**config.mk**
```make
export PLATFORM = sky130hd
export DESIGN_NAME = dcc_top
export DESIGN_NICKNAME = d
export VERILOG_FILES = /design/src/dcc_pkg.sv /design/src/dcc_sync3.sv /design/src/dcc_top.sv
export SDC_FILE = /design/constraint.sdc
export NUM_CORES = 1
export LEC_CHECK = 0
export ABC_CLOCK_PERIOD_IN_PS = 1600
export CORE_MARGIN = 4
export CORE_UTILIZATION = 60
export DETAILED_ROUTE_END_ITERATION = 10
export DONT_BUFFER_PORTS = 1
export GPL_TIMING_DRIVEN = 0
export PLACE_DENSITY = 0.86
export SKIP_CTS_REPAIR_TIMING = 1
export SLEW_MARGIN = 10
export SYNTH_ARGS = -nofsm -noshare
export SYNTH_HDL_FRONTEND = slang
export SYNTH_SLANG_ARGS = --single-unit
export TNS_END_PERCENT = 100
```
**constraint.sdc**
```tcl
create_clock -name clk -period 1.6 [get_ports clk]
set_input_delay 0.32 -clock clk [delete_from_list [all_inputs] [get_ports clk]]
set_output_delay 0.32 -clock clk [all_outputs]
set_load 0.03 [all_outputs]
```
**src/dcc_pkg.sv**
```systemverilog
package dcc_pkg;
   // register addresses on the plain software port
   localparam logic [2:0] addr_zero_control = 3'h0;
   localparam logic [2:0] addr_zero_input_select = 3'h1;
   localparam logic [2:0] addr_zero_mode = 3'h2;
   localparam logic [2:0] addr_one_control = 3'h3;
   localparam logic [2:0] addr_one_input_select = 3'h4;
   localparam logic [2:0] addr_one_mode = 3'h5;
   localparam logic [2:0] addr_reset_source = 3'h6;
   // control register field positions
   localparam int ctl_on_bit = 7;
   localparam int ctl_state_bit = 6;
   localparam int ctl_rise_bit = 5;
   localparam int ctl_fall_bit = 4;
   localparam int ctl_pos_hyst_lsb = 2;
   localparam int ctl_neg_hyst_lsb = 0;
   // mode register field positions
   localparam int mode_rise_ie_bit = 5;
   localparam int mode_fall_ie_bit = 4;
   localparam int mode_resp_lsb = 0;
   // input select field positions
   localparam int mux_neg_lsb = 4;
   localparam int mux_pos_lsb = 0;
   // reset values
   localparam logic [7:0] control_reset = 8'h00;
   localparam logic [7:0] mode_reset = 8'h02;
   localparam logic [7:0] input_select_reset = 8'hff;
   localparam logic [7:0] input_select_unused = 8'hcc;
   localparam logic [7:0] mode_writable = 8'h33;
   localparam logic [7:0] control_writable = 8'hbf;
   localparam logic reset_source_reset = 1'b0;
   // number of comparators
   localparam int num_cmp = 2;

   // per-comparator settings forwarded to the analog core
   typedef struct packed {
      logic on;
      logic [1:0] pos_input_select;
      logic [1:0] neg_input_select;
      logic [1:0] pos_hyst;
      logic [1:0] neg_hyst;
      logic [1:0] response_mode;
   } dcc_analog_cfg_t;

   // per-comparator software state
   typedef struct packed {
      logic on;
      logic rise_flag;
      logic fall_flag;
      logic [1:0] pos_hyst;
      logic [1:0] neg_hyst;
      logic rise_irq_en;
      logic fall_irq_en;
      logic [1:0] response_mode;
      logic [1:0] pos_input_select;
      logic [1:0] neg_input_select;
   } dcc_cmp_regs_t;

   typedef enum logic [2:0] {
      dcc_st_off = 3'b001,
      dcc_st_settle = 3'b010,
      dcc_st_run = 3'b100
   } dcc_state_t;
endpackage

```
**src/dcc_sync3.sv**
```systemverilog
`timescale 1ns/1ns
// three-stage pin synchroniser; change accepted when stages two and three agree
module dcc_sync3 (
   input wire logic clk,
   input wire logic rstn,
   input wire logic async_in,
   output logic sync_out
);
   logic [2:0] stage;
   logic [2:0] next_stage;
   logic next_sync_out;

   // stage one feeds only stage two; the filter looks at two and three
   always_comb begin
      next_stage = {stage[1:0], async_in};
      next_sync_out = sync_out;
      if (stage[1] == stage[2]) begin
         next_sync_out = stage[2];
      end
   end

   always_ff @(posedge clk or negedge rstn) begin
      if (!rstn) begin
         stage <= 3'h0;
         sync_out <= 1'b0;
      end else begin
         stage <= next_stage;
         sync_out <= next_sync_out;
      end
   end
endmodule

```
**src/dcc_top.sv**
```systemverilog
// The strobed register port and the register addresses were left to the implementer.
`timescale 1ns/1ns
module dcc_top (
   input wire logic clk,
   input wire logic rstn,
   input wire logic [2:0] reg_addr,
   input wire logic [7:0] reg_wdata,
   input wire logic reg_wr,
   input wire logic reg_rd,
   output logic [7:0] reg_rdata,
   input wire logic [1:0] cmp_analog_out,
   output dcc_pkg::dcc_analog_cfg_t cmp_zero_cfg,
   output dcc_pkg::dcc_analog_cfg_t cmp_one_cfg,
   output logic cmp_zero_sync_out,
   output logic cmp_one_sync_out,
   output logic cmp_zero_raw_out,
   output logic cmp_one_raw_out,
   output logic cmp_zero_irq,
   output logic cmp_one_irq,
   output logic cmp_zero_reset_req
);
   dcc_pkg::dcc_cmp_regs_t regs [2];
   dcc_pkg::dcc_cmp_regs_t next_regs [2];
   logic [1:0] synced;
   logic [1:0] prev;
   logic [1:0] next_prev;
   logic [1:0] rise_evt;
   logic [1:0] fall_evt;
   logic reset_source_en;
   logic next_reset_source_en;
   logic [7:0] next_reg_rdata;

   // control register image for one comparator
   function automatic logic [7:0] ctl_image(input dcc_pkg::dcc_cmp_regs_t r,
                                            input logic state);
      logic [7:0] v;
      v = 8'h00;
      v[dcc_pkg::ctl_on_bit] = r.on;
      v[dcc_pkg::ctl_state_bit] = state;
      v[dcc_pkg::ctl_rise_bit] = r.rise_flag;
      v[dcc_pkg::ctl_fall_bit] = r.fall_flag;
      v[dcc_pkg::ctl_pos_hyst_lsb +: 2] = r.pos_hyst;
      v[dcc_pkg::ctl_neg_hyst_lsb +: 2] = r.neg_hyst;
      return v;
   endfunction

   // mode register image; unused bits read zero
   function automatic logic [7:0] mode_image(input dcc_pkg::dcc_cmp_regs_t r);
      logic [7:0] v;
      v = 8'h00;
      v[dcc_pkg::mode_rise_ie_bit] = r.rise_irq_en;
      v[dcc_pkg::mode_fall_ie_bit] = r.fall_irq_en;
      v[dcc_pkg::mode_resp_lsb +: 2] = r.response_mode;
      return v;
   endfunction

   // input select image; unused bits always read one
   function automatic logic [7:0] mux_image(input dcc_pkg::dcc_cmp_regs_t r);
      logic [7:0] v;
      v = dcc_pkg::input_select_unused;
      v[dcc_pkg::mux_neg_lsb +: 2] = r.neg_input_select;
      v[dcc_pkg::mux_pos_lsb +: 2] = r.pos_input_select;
      return v;
   endfunction

   // forwarded analog settings
   function automatic dcc_pkg::dcc_analog_cfg_t cfg_of(
      input dcc_pkg::dcc_cmp_regs_t r);
      dcc_pkg::dcc_analog_cfg_t c;
      c.on = r.on;
      c.pos_input_select = r.pos_input_select;
      c.neg_input_select = r.neg_input_select;
      c.pos_hyst = r.pos_hyst;
      c.neg_hyst = r.neg_hyst;
      c.response_mode = r.response_mode;
      return c;
   endfunction

   // per-comparator register addresses for the write decode
   function automatic logic [2:0] ctl_addr_of(input int i);
      return (i == 0) ? dcc_pkg::addr_zero_control
                      : dcc_pkg::addr_one_control;
   endfunction

   function automatic logic [2:0] mux_addr_of(input int i);
      return (i == 0) ? dcc_pkg::addr_zero_input_select
                      : dcc_pkg::addr_one_input_select;
   endfunction

   function automatic logic [2:0] mode_addr_of(input int i);
      return (i == 0) ? dcc_pkg::addr_zero_mode
                      : dcc_pkg::addr_one_mode;
   endfunction

   // write strobe aimed at one register address
   function automatic logic wr_hit(input logic wr,
                                   input logic [2:0] addr,
                                   input logic [2:0] target);
      return wr && addr == target;
   endfunction

   // sticky flag: a hardware set beats a software write in one cycle,
   // so an edge that lands on the clearing write is never lost
   function automatic logic flag_next(input logic cur,
                                      input logic hit,
                                      input logic wbit,
                                      input logic set);
      logic v;
      v = cur;
      if (hit) begin
         v = wbit;
      end
      if (set) begin
         v = 1'b1;
      end
      return v;
   endfunction

   // pin synchronisers; the raw analog level is not clock-aligned
   dcc_sync3 u_sync_zero (
      .clk(clk),
      .rstn(rstn),
      .async_in(cmp_analog_out[0]),
      .sync_out(synced[0])
   );
   dcc_sync3 u_sync_one (
      .clk(clk),
      .rstn(rstn),
      .async_in(cmp_analog_out[1]),
      .sync_out(synced[1])
   );

   // edge detection on the synchronised level, gated by enable
   // the analog core may glitch while off, so edges count only when on
   always_comb begin
      for (int i = 0; i < dcc_pkg::num_cmp; i++) begin
         rise_evt[i] = regs[i].on && synced[i] && !prev[i];
         fall_evt[i] = regs[i].on && !synced[i] && prev[i];
      end
      next_prev = synced;
   end

   // register writes, then hardware sets win over software clears
   always_comb begin
      logic [2:0] a_ctl;
      logic [2:0] a_mux;
      logic [2:0] a_mode;
      next_regs = regs;
      next_reset_source_en = reset_source_en;
      a_ctl = 3'h0;
      a_mux = 3'h0;
      a_mode = 3'h0;
      for (int i = 0; i < dcc_pkg::num_cmp; i++) begin
         a_ctl = ctl_addr_of(i);
         a_mux = mux_addr_of(i);
         a_mode = mode_addr_of(i);
         if (wr_hit(reg_wr, reg_addr, a_ctl)) begin
            next_regs[i].on = reg_wdata[dcc_pkg::ctl_on_bit];
            next_regs[i].pos_hyst =
               reg_wdata[dcc_pkg::ctl_pos_hyst_lsb +: 2];
            next_regs[i].neg_hyst =
               reg_wdata[dcc_pkg::ctl_neg_hyst_lsb +: 2];
         end
         if (wr_hit(reg_wr, reg_addr, a_mux)) begin
            next_regs[i].pos_input_select =
               reg_wdata[dcc_pkg::mux_pos_lsb +: 2];
            next_regs[i].neg_input_select =
               reg_wdata[dcc_pkg::mux_neg_lsb +: 2];
         end
         if (wr_hit(reg_wr, reg_addr, a_mode)) begin
            next_regs[i].rise_irq_en =
               reg_wdata[dcc_pkg::mode_rise_ie_bit];
            next_regs[i].fall_irq_en =
               reg_wdata[dcc_pkg::mode_fall_ie_bit];
            next_regs[i].response_mode =
               reg_wdata[dcc_pkg::mode_resp_lsb +: 2];
         end
         // sticky set overrides a clear in the same cycle
         next_regs[i].rise_flag = flag_next(regs[i].rise_flag,
            wr_hit(reg_wr, reg_addr, a_ctl),
            reg_wdata[dcc_pkg::ctl_rise_bit], rise_evt[i]);
         next_regs[i].fall_flag = flag_next(regs[i].fall_flag,
            wr_hit(reg_wr, reg_addr, a_ctl),
            reg_wdata[dcc_pkg::ctl_fall_bit], fall_evt[i]);
      end
      if (wr_hit(reg_wr, reg_addr, dcc_pkg::addr_reset_source)) begin
         next_reset_source_en = reg_wdata[0];
      end
   end

   // read data, valid in the cycle after the read strobe
   always_comb begin
      next_reg_rdata = 8'h00;
      if (reg_rd) begin
         unique case (reg_addr)
            dcc_pkg::addr_zero_control:
               next_reg_rdata = ctl_image(regs[0], synced[0]);
            dcc_pkg::addr_zero_input_select:
               next_reg_rdata = mux_image(regs[0]);
            dcc_pkg::addr_zero_mode:
               next_reg_rdata = mode_image(regs[0]);
            dcc_pkg::addr_one_control:
               next_reg_rdata = ctl_image(regs[1], synced[1]);
            dcc_pkg::addr_one_input_select:
               next_reg_rdata = mux_image(regs[1]);
            dcc_pkg::addr_one_mode:
               next_reg_rdata = mode_image(regs[1]);
            dcc_pkg::addr_reset_source:
               next_reg_rdata = {7'h00, reset_source_en};
            default:
               next_reg_rdata = 8'h00;
         endcase
      end
   end

   // software registers and the reset-source enable
   always_ff @(posedge clk or negedge rstn) begin
      if (!rstn) begin
         for (int i = 0; i < dcc_pkg::num_cmp; i++) begin
            regs[i].on <= dcc_pkg::control_reset[dcc_pkg::ctl_on_bit];
            regs[i].rise_flag <= dcc_pkg::control_reset[dcc_pkg::ctl_rise_bit];
            regs[i].fall_flag <= dcc_pkg::control_reset[dcc_pkg::ctl_fall_bit];
            regs[i].pos_hyst <=
               dcc_pkg::control_reset[dcc_pkg::ctl_pos_hyst_lsb +: 2];
            regs[i].neg_hyst <=
               dcc_pkg::control_reset[dcc_pkg::ctl_neg_hyst_lsb +: 2];
            regs[i].rise_irq_en <=
               dcc_pkg::mode_reset[dcc_pkg::mode_rise_ie_bit];
            regs[i].fall_irq_en <=
               dcc_pkg::mode_reset[dcc_pkg::mode_fall_ie_bit];
            regs[i].response_mode <=
               dcc_pkg::mode_reset[dcc_pkg::mode_resp_lsb +: 2];
            regs[i].pos_input_select <=
               dcc_pkg::input_select_reset[dcc_pkg::mux_pos_lsb +: 2];
            regs[i].neg_input_select <=
               dcc_pkg::input_select_reset[dcc_pkg::mux_neg_lsb +: 2];
         end
         reset_source_en <= dcc_pkg::reset_source_reset;
      end else begin
         regs <= next_regs;
         reset_source_en <= next_reset_source_en;
      end
   end

   // previous synchronised level for the edge finder
   always_ff @(posedge clk or negedge rstn) begin
      if (!rstn) begin
         prev <= 2'h0;
      end else begin
         prev <= next_prev;
      end
   end

   // read data stands for exactly one cycle after the strobe
   always_ff @(posedge clk or negedge rstn) begin
      if (!rstn) begin
         reg_rdata <= 8'h00;
      end else begin
         reg_rdata <= next_reg_rdata;
      end
   end

   // analog settings straight from the registers
   assign cmp_zero_cfg = cfg_of(regs[0]);
   assign cmp_one_cfg = cfg_of(regs[1]);

   // pin outputs; raw path is purely combinational so it needs no clock
   // the and with the enable keeps a disabled comparator low on the pin
   assign cmp_zero_raw_out = cmp_analog_out[0] & regs[0].on;
   assign cmp_one_raw_out = cmp_analog_out[1] & regs[1].on;
   assign cmp_zero_sync_out = synced[0] & regs[0].on;
   assign cmp_one_sync_out = synced[1] & regs[1].on;

   // independent masked requests for both edge directions
   assign cmp_zero_irq = (regs[0].rise_flag & regs[0].rise_irq_en) |
                         (regs[0].fall_flag & regs[0].fall_irq_en);
   assign cmp_one_irq = (regs[1].rise_flag & regs[1].rise_irq_en) |
                        (regs[1].fall_flag & regs[1].fall_irq_en);

   // reset request: active when comparator zero is on, enabled and low
   // (the reset logic decides polarity use; offered here as a level)
   assign cmp_zero_reset_req = reset_source_en & regs[0].on &
                               ~synced[0];
endmodule

```
-- Word-level counts from Yosys, hierarchy flattened
Cells that the tools add are included.
- eq/ne operators: 8
- reduce and logical (&&, ||, !) cells: 24
- mux-type cells: 10
- bitwise gates (word level): 13
- operators by type and width (operator ; number):
    8-bit one-hot mux with 7 select lines ; 1
    1-bit logical AND ; 15
    1-bit AND ; 10
    3-bit equality test (second input constant) ; 3
    1-bit two-way mux ; 8
    8-bit two-way mux ; 1
    2-bit nonzero test ; 4
    3-bit by 2-bit equality test with 1-bit output (second input constant) ; 2
    1-bit zero test ; 4
    3-bit by 1-bit equality test with 1-bit output (second input constant) ; 1
    3-bit zero test ; 1
    1-bit equality test ; 2
    1-bit bitwise OR ; 2
    1-bit NOT ; 1
- output and inout bits: 37
- bits in registers: 49
- logic and storage cells: 82
- input bits: 17

-- Logic depth before layout (Yosys ltp)
- depth after elaboration: 4
- depth in mapped cells: 6
- gate-level depth less buffers: 4

-- Cells and area by module
From an unflattened synthesis, not the netlist that was laid out.
- cell total of the unflattened synthesis: 185
- area, all modules: 2308.5 um^2
- by module, submodules not included (module ; seq. area each (um^2) ; cells an instance ; instances ; area each (um^2)):
    dcc_top ; 1038.5 ; 175 ; 1 ; 2085.8
    dcc_sync3 ; 100.1 ; 5 ; 2 ; 111.4

-- Least setup slack after synthesis
Ideal clock, no wire load.
- kind: input port to flip-flop
- start: input reg_addr[2]
- end: register regs, in the netlist cmp_one_cfg[10]
- arrival time: 1.237 ns
- library setup time: 0.125 ns
- slack: 0.238 ns
- stages: 5
- data required time: 1.475 ns
- path through: buf_6 nand2b_4 or2_1 buf_6 mux2_4
- word-level cells in the longest chain between the ends: 2
- RTL lines (item ; line ; RTL):
    from (decl) ; dcc_top.sv:6 ; input wire logic [2:0] reg_addr,
    3-bit by 2-bit equality test with 1-bit output ; dcc_top.sv:99 ; return wr && addr == target;
    1-bit logical AND ; dcc_top.sv:99 ;
    to (signal assigned) ; dcc_top.sv:240 ; regs <= next_regs;
    to (decl) ; dcc_top.sv:22 ; dcc_pkg::dcc_cmp_regs_t regs [2];
Every way passes these cells.
A chain may end at the register's enable or synchronous reset.

-- Worst setup path after layout
- start: register u_sync_zero.sync_out
- end: output cmp_zero_reset_req
- word-level cells in the longest chain between the ends: 2
- RTL lines (item ; line ; RTL):
    from (decl) ; dcc_sync3.sv:7 ; output logic sync_out
    from (signal assigned) ; dcc_sync3.sv:28 ; sync_out <= next_sync_out;
    1-bit NOT ; dcc_top.sv:283 ; ~synced[0];
    1-bit AND ; dcc_top.sv:282 ; assign cmp_zero_reset_req = reset_source_en & regs[0].on &
    to (decl) ; dcc_top.sv:20 ; output logic cmp_zero_reset_req
Every way passes these cells.

==> summary.md <==
| Metric | Value |
|---|---|
| Net Count, Synth | `205` |
| CP startpoint kind | `flop` |
| Row count | `22` |
| #FFs+latches synth | `49` |
| Outcome | `completed` |
| Power Total | `0.00339 W` |
| Total global-route track usage | `0.198` |
| Critical Path AT | `1.19 ns` |
| Core Area | `0.00372 mm²` |
| Die area | `0.00495 mm²` |
| ANT cells | `0` |
| Clk slew on worst S/H paths | `0.09 ns` |
| Dpl hpwl | `3340 µm` |
| Post-synth top flop | `dfrtp_1` |
| Routability congestion estimate | `0.847` |
| FFs w/ async S/R, synth | `1.00` |
| Fin crit share | `0.941` |
| ANT nets after route | `0` |
| Final Setup Violations | `0` |
| Final setup margin | `0.0939 ns` |
| Slew headroom | `0.647` |
| Drt drc | `0` |
| Largest net degree at the start of global routing | `50` |
| Final wirelength | `4570 µm` |
| CTS tree | `yes` |
| Overflow after GRT | `0` |
| Crit path max fanout | `6` |
| Register area share after synthesis | `0.531` |
| Slew @ Worst Pin | `0.528 ns` |
| Leak | `1.14 nW` |
| PwrDens | `1350 mW/mm²` |
| Min Tclk post-route | `1.51 ns` |
| Die H | `70.3 µm` |
| H-tree levels | `2` |
| 1st-pass router iterations | `4` |
| Vias in the first global route | `1451` |
| Global-route wire length before repair | `7670 µm` |
| IO Count | `54` |
| Final Slew Violations | `0` |
| Peak VDD IR | `0.000742 V` |
| IO buf count | `0` |
| Layout cells sized above 1 | `0.419` |
| Clk buf depth | `2` |
| Initial DRC Count | `84` |
| CP Buf/Inv Count | `0` |
| Clk_skew | `0.00223 ns` |
| Area Growth Syn to Fin | `7.89%` |
| Clk root buf | `clkbuf_8` |
| Drt wl/cell | `18.6 µm` |
| Vias | `1417` |
| Commonest non-fill, non-tap cell in the layout | `dfrtp_1` |
| Tightest Hold Check Type | `primary input to flop` |
| Setup CP Type | `flop to primary output` |
| Final Hold Vio Count | `0` |
| Syn Std Cell Area | `0.00233 mm²` |
| Initial antenna violation count | `0` |
| Final #Nets | `214` |
| Critical-path top delay cell | `dfrtp_1` |
| Critical path required time | `1.28 ns` |
| Setup WS pre-CTS | `-0.00469 ns` |
| Worst skew pair latency | `0.30 ns` |
| Fmax | `664 MHz` |
| Worst Setup End Kind | `primary output` |
| Number of max-cap violations | `0` |
| RSZ-0062 raised after global routing | `no` |
| CTS Sinks | `49` |
| Max stage delay on crit path | `0.46 ns` |
| Post-synth cell types | `32` |
| Worst hold margin | `0.0378 ns` |
| Vias/cell | `5.76` |
| YS warnings | `0` |
| Most frequent cells in the layout | `dfrtp_1 (39), buf_4 (25), mux2_2 (24)` |
| CP top delay family | `flip-flops` |
| Worst-path cell chain | `and3b_1` |
| EDFF count, synth | `0` |
| Post-Syn Instances | `188` |
| CTS buffer count | `5` |
| Die width | `70.3 µm` |
| Avg Cell Area, Syn | `12.4 µm²` |
| Effective utilization at floorplan | `0.627` |
## power breakdown
group | switching (W) | internal [W]
clock network | 0.000402 | 0.000302
logic | 0.000568 | 0.000411
registers | 0.000218 | 0.00149
## cells in the mapped netlist, types with 3 or more instances
cell,number,share of area
a21oi_1,7,0.015
mux2i_1,9,0.039
buf_2,3,0.0064
nand2b_1,4,0.011
inv_1,3,0.0048
mux2_4,5,0.032
nor2_1,7,0.011
buf_4,25,0.081
nand2_1,15,0.024
a211oi_1,4,0.013
mux2_2,24,0.12
nor3_1,5,0.011
o21ai_0,5,0.011
dfrtp_1,39,0.42
dfstp_2,10,0.11
## cells by family (layout without fill, tap and decap cells)
kind of cell	count (synthesis)	in the layout	synth area share
simple gates	44	44	0.108
flops	49	49	0.531
buf+inv	33	43	0.101
fa+ha+maj	2	2	0.00859
compound gates	21	21	0.0542
mux	39	39	0.196
## cell type report
cell class | count | area [µm²]
clock buffers | 5 | 68.8
inverters | 3 | 11.3
fillers | 283 | 1200
multi-input cells | 106 | 856
plain buffers | 30 | 225
well taps | 48 | 60.1
repair buffers | 2 | 37.5
clock inverters | 3 | 17.5
flip-flops and latches | 49 | 1240
## path summary, 6_finish.rpt
path | slack [ns] | depth (start not counted) | endpoint | from
worst min-delay path | 0.04 | 0 | u_sync_zero.stage[0] | cmp_analog_out[0]
worst max-delay path | 0.09 | 1 | cmp_zero_reset_req | u_sync_zero.sync_out
worst min register to register | 0.36 | 0 | u_sync_zero.stage[1] | u_sync_zero.stage[0]
worst max register to register | 0.36 | 3 | reg_rdata[5] | regs[7]
min in group asynchronous | 0.51 | 2 | cmp_one_cfg[10] | rstn
max in group asynchronous | 0.80 | 2 | cmp_zero_cfg[9] | rstn
## sequential cells by signal (all words and copies together), names as in the netlist
signal,flops
cmp_one_cfg,11
cmp_zero_cfg,11
prev,2
reg_rdata,8
regs,8
reset_source_en,1
u_sync_one.stage,3
u_sync_one.sync_out,1
u_sync_zero.stage,3
u_sync_zero.sync_out,1
## metrics by stage
step                utilization   TNS, ns  cells  instance area (µm²)
finish                    0.677         0    246                 2510
global route              0.677         0    246                 2510
CTS                       0.667         0    244                 2480
detailed placement        0.643  -0.00469    236                 2390
global placement          0.643         0    236                 2390
floorplan                     -         0    188                 2330
## layer usage
| metal | GRT usage | routed length, µm | part of all wire | up-vias |
|---|---|---|---|---|
| met3 | 0.0475 | 255 | 0.056 | 11 |
| li1 | - | - | - | 645 |
| met2 | 0.319 | 2360 | 0.52 | 43 |
| met1 | 0.254 | 1850 | 0.40 | 718 |
| met4 | 0.0830 | 110 | 0.024 | 0 |
| met5 | 0 | 0 | 0 | - |
Power figures use the tool's default switching activity.
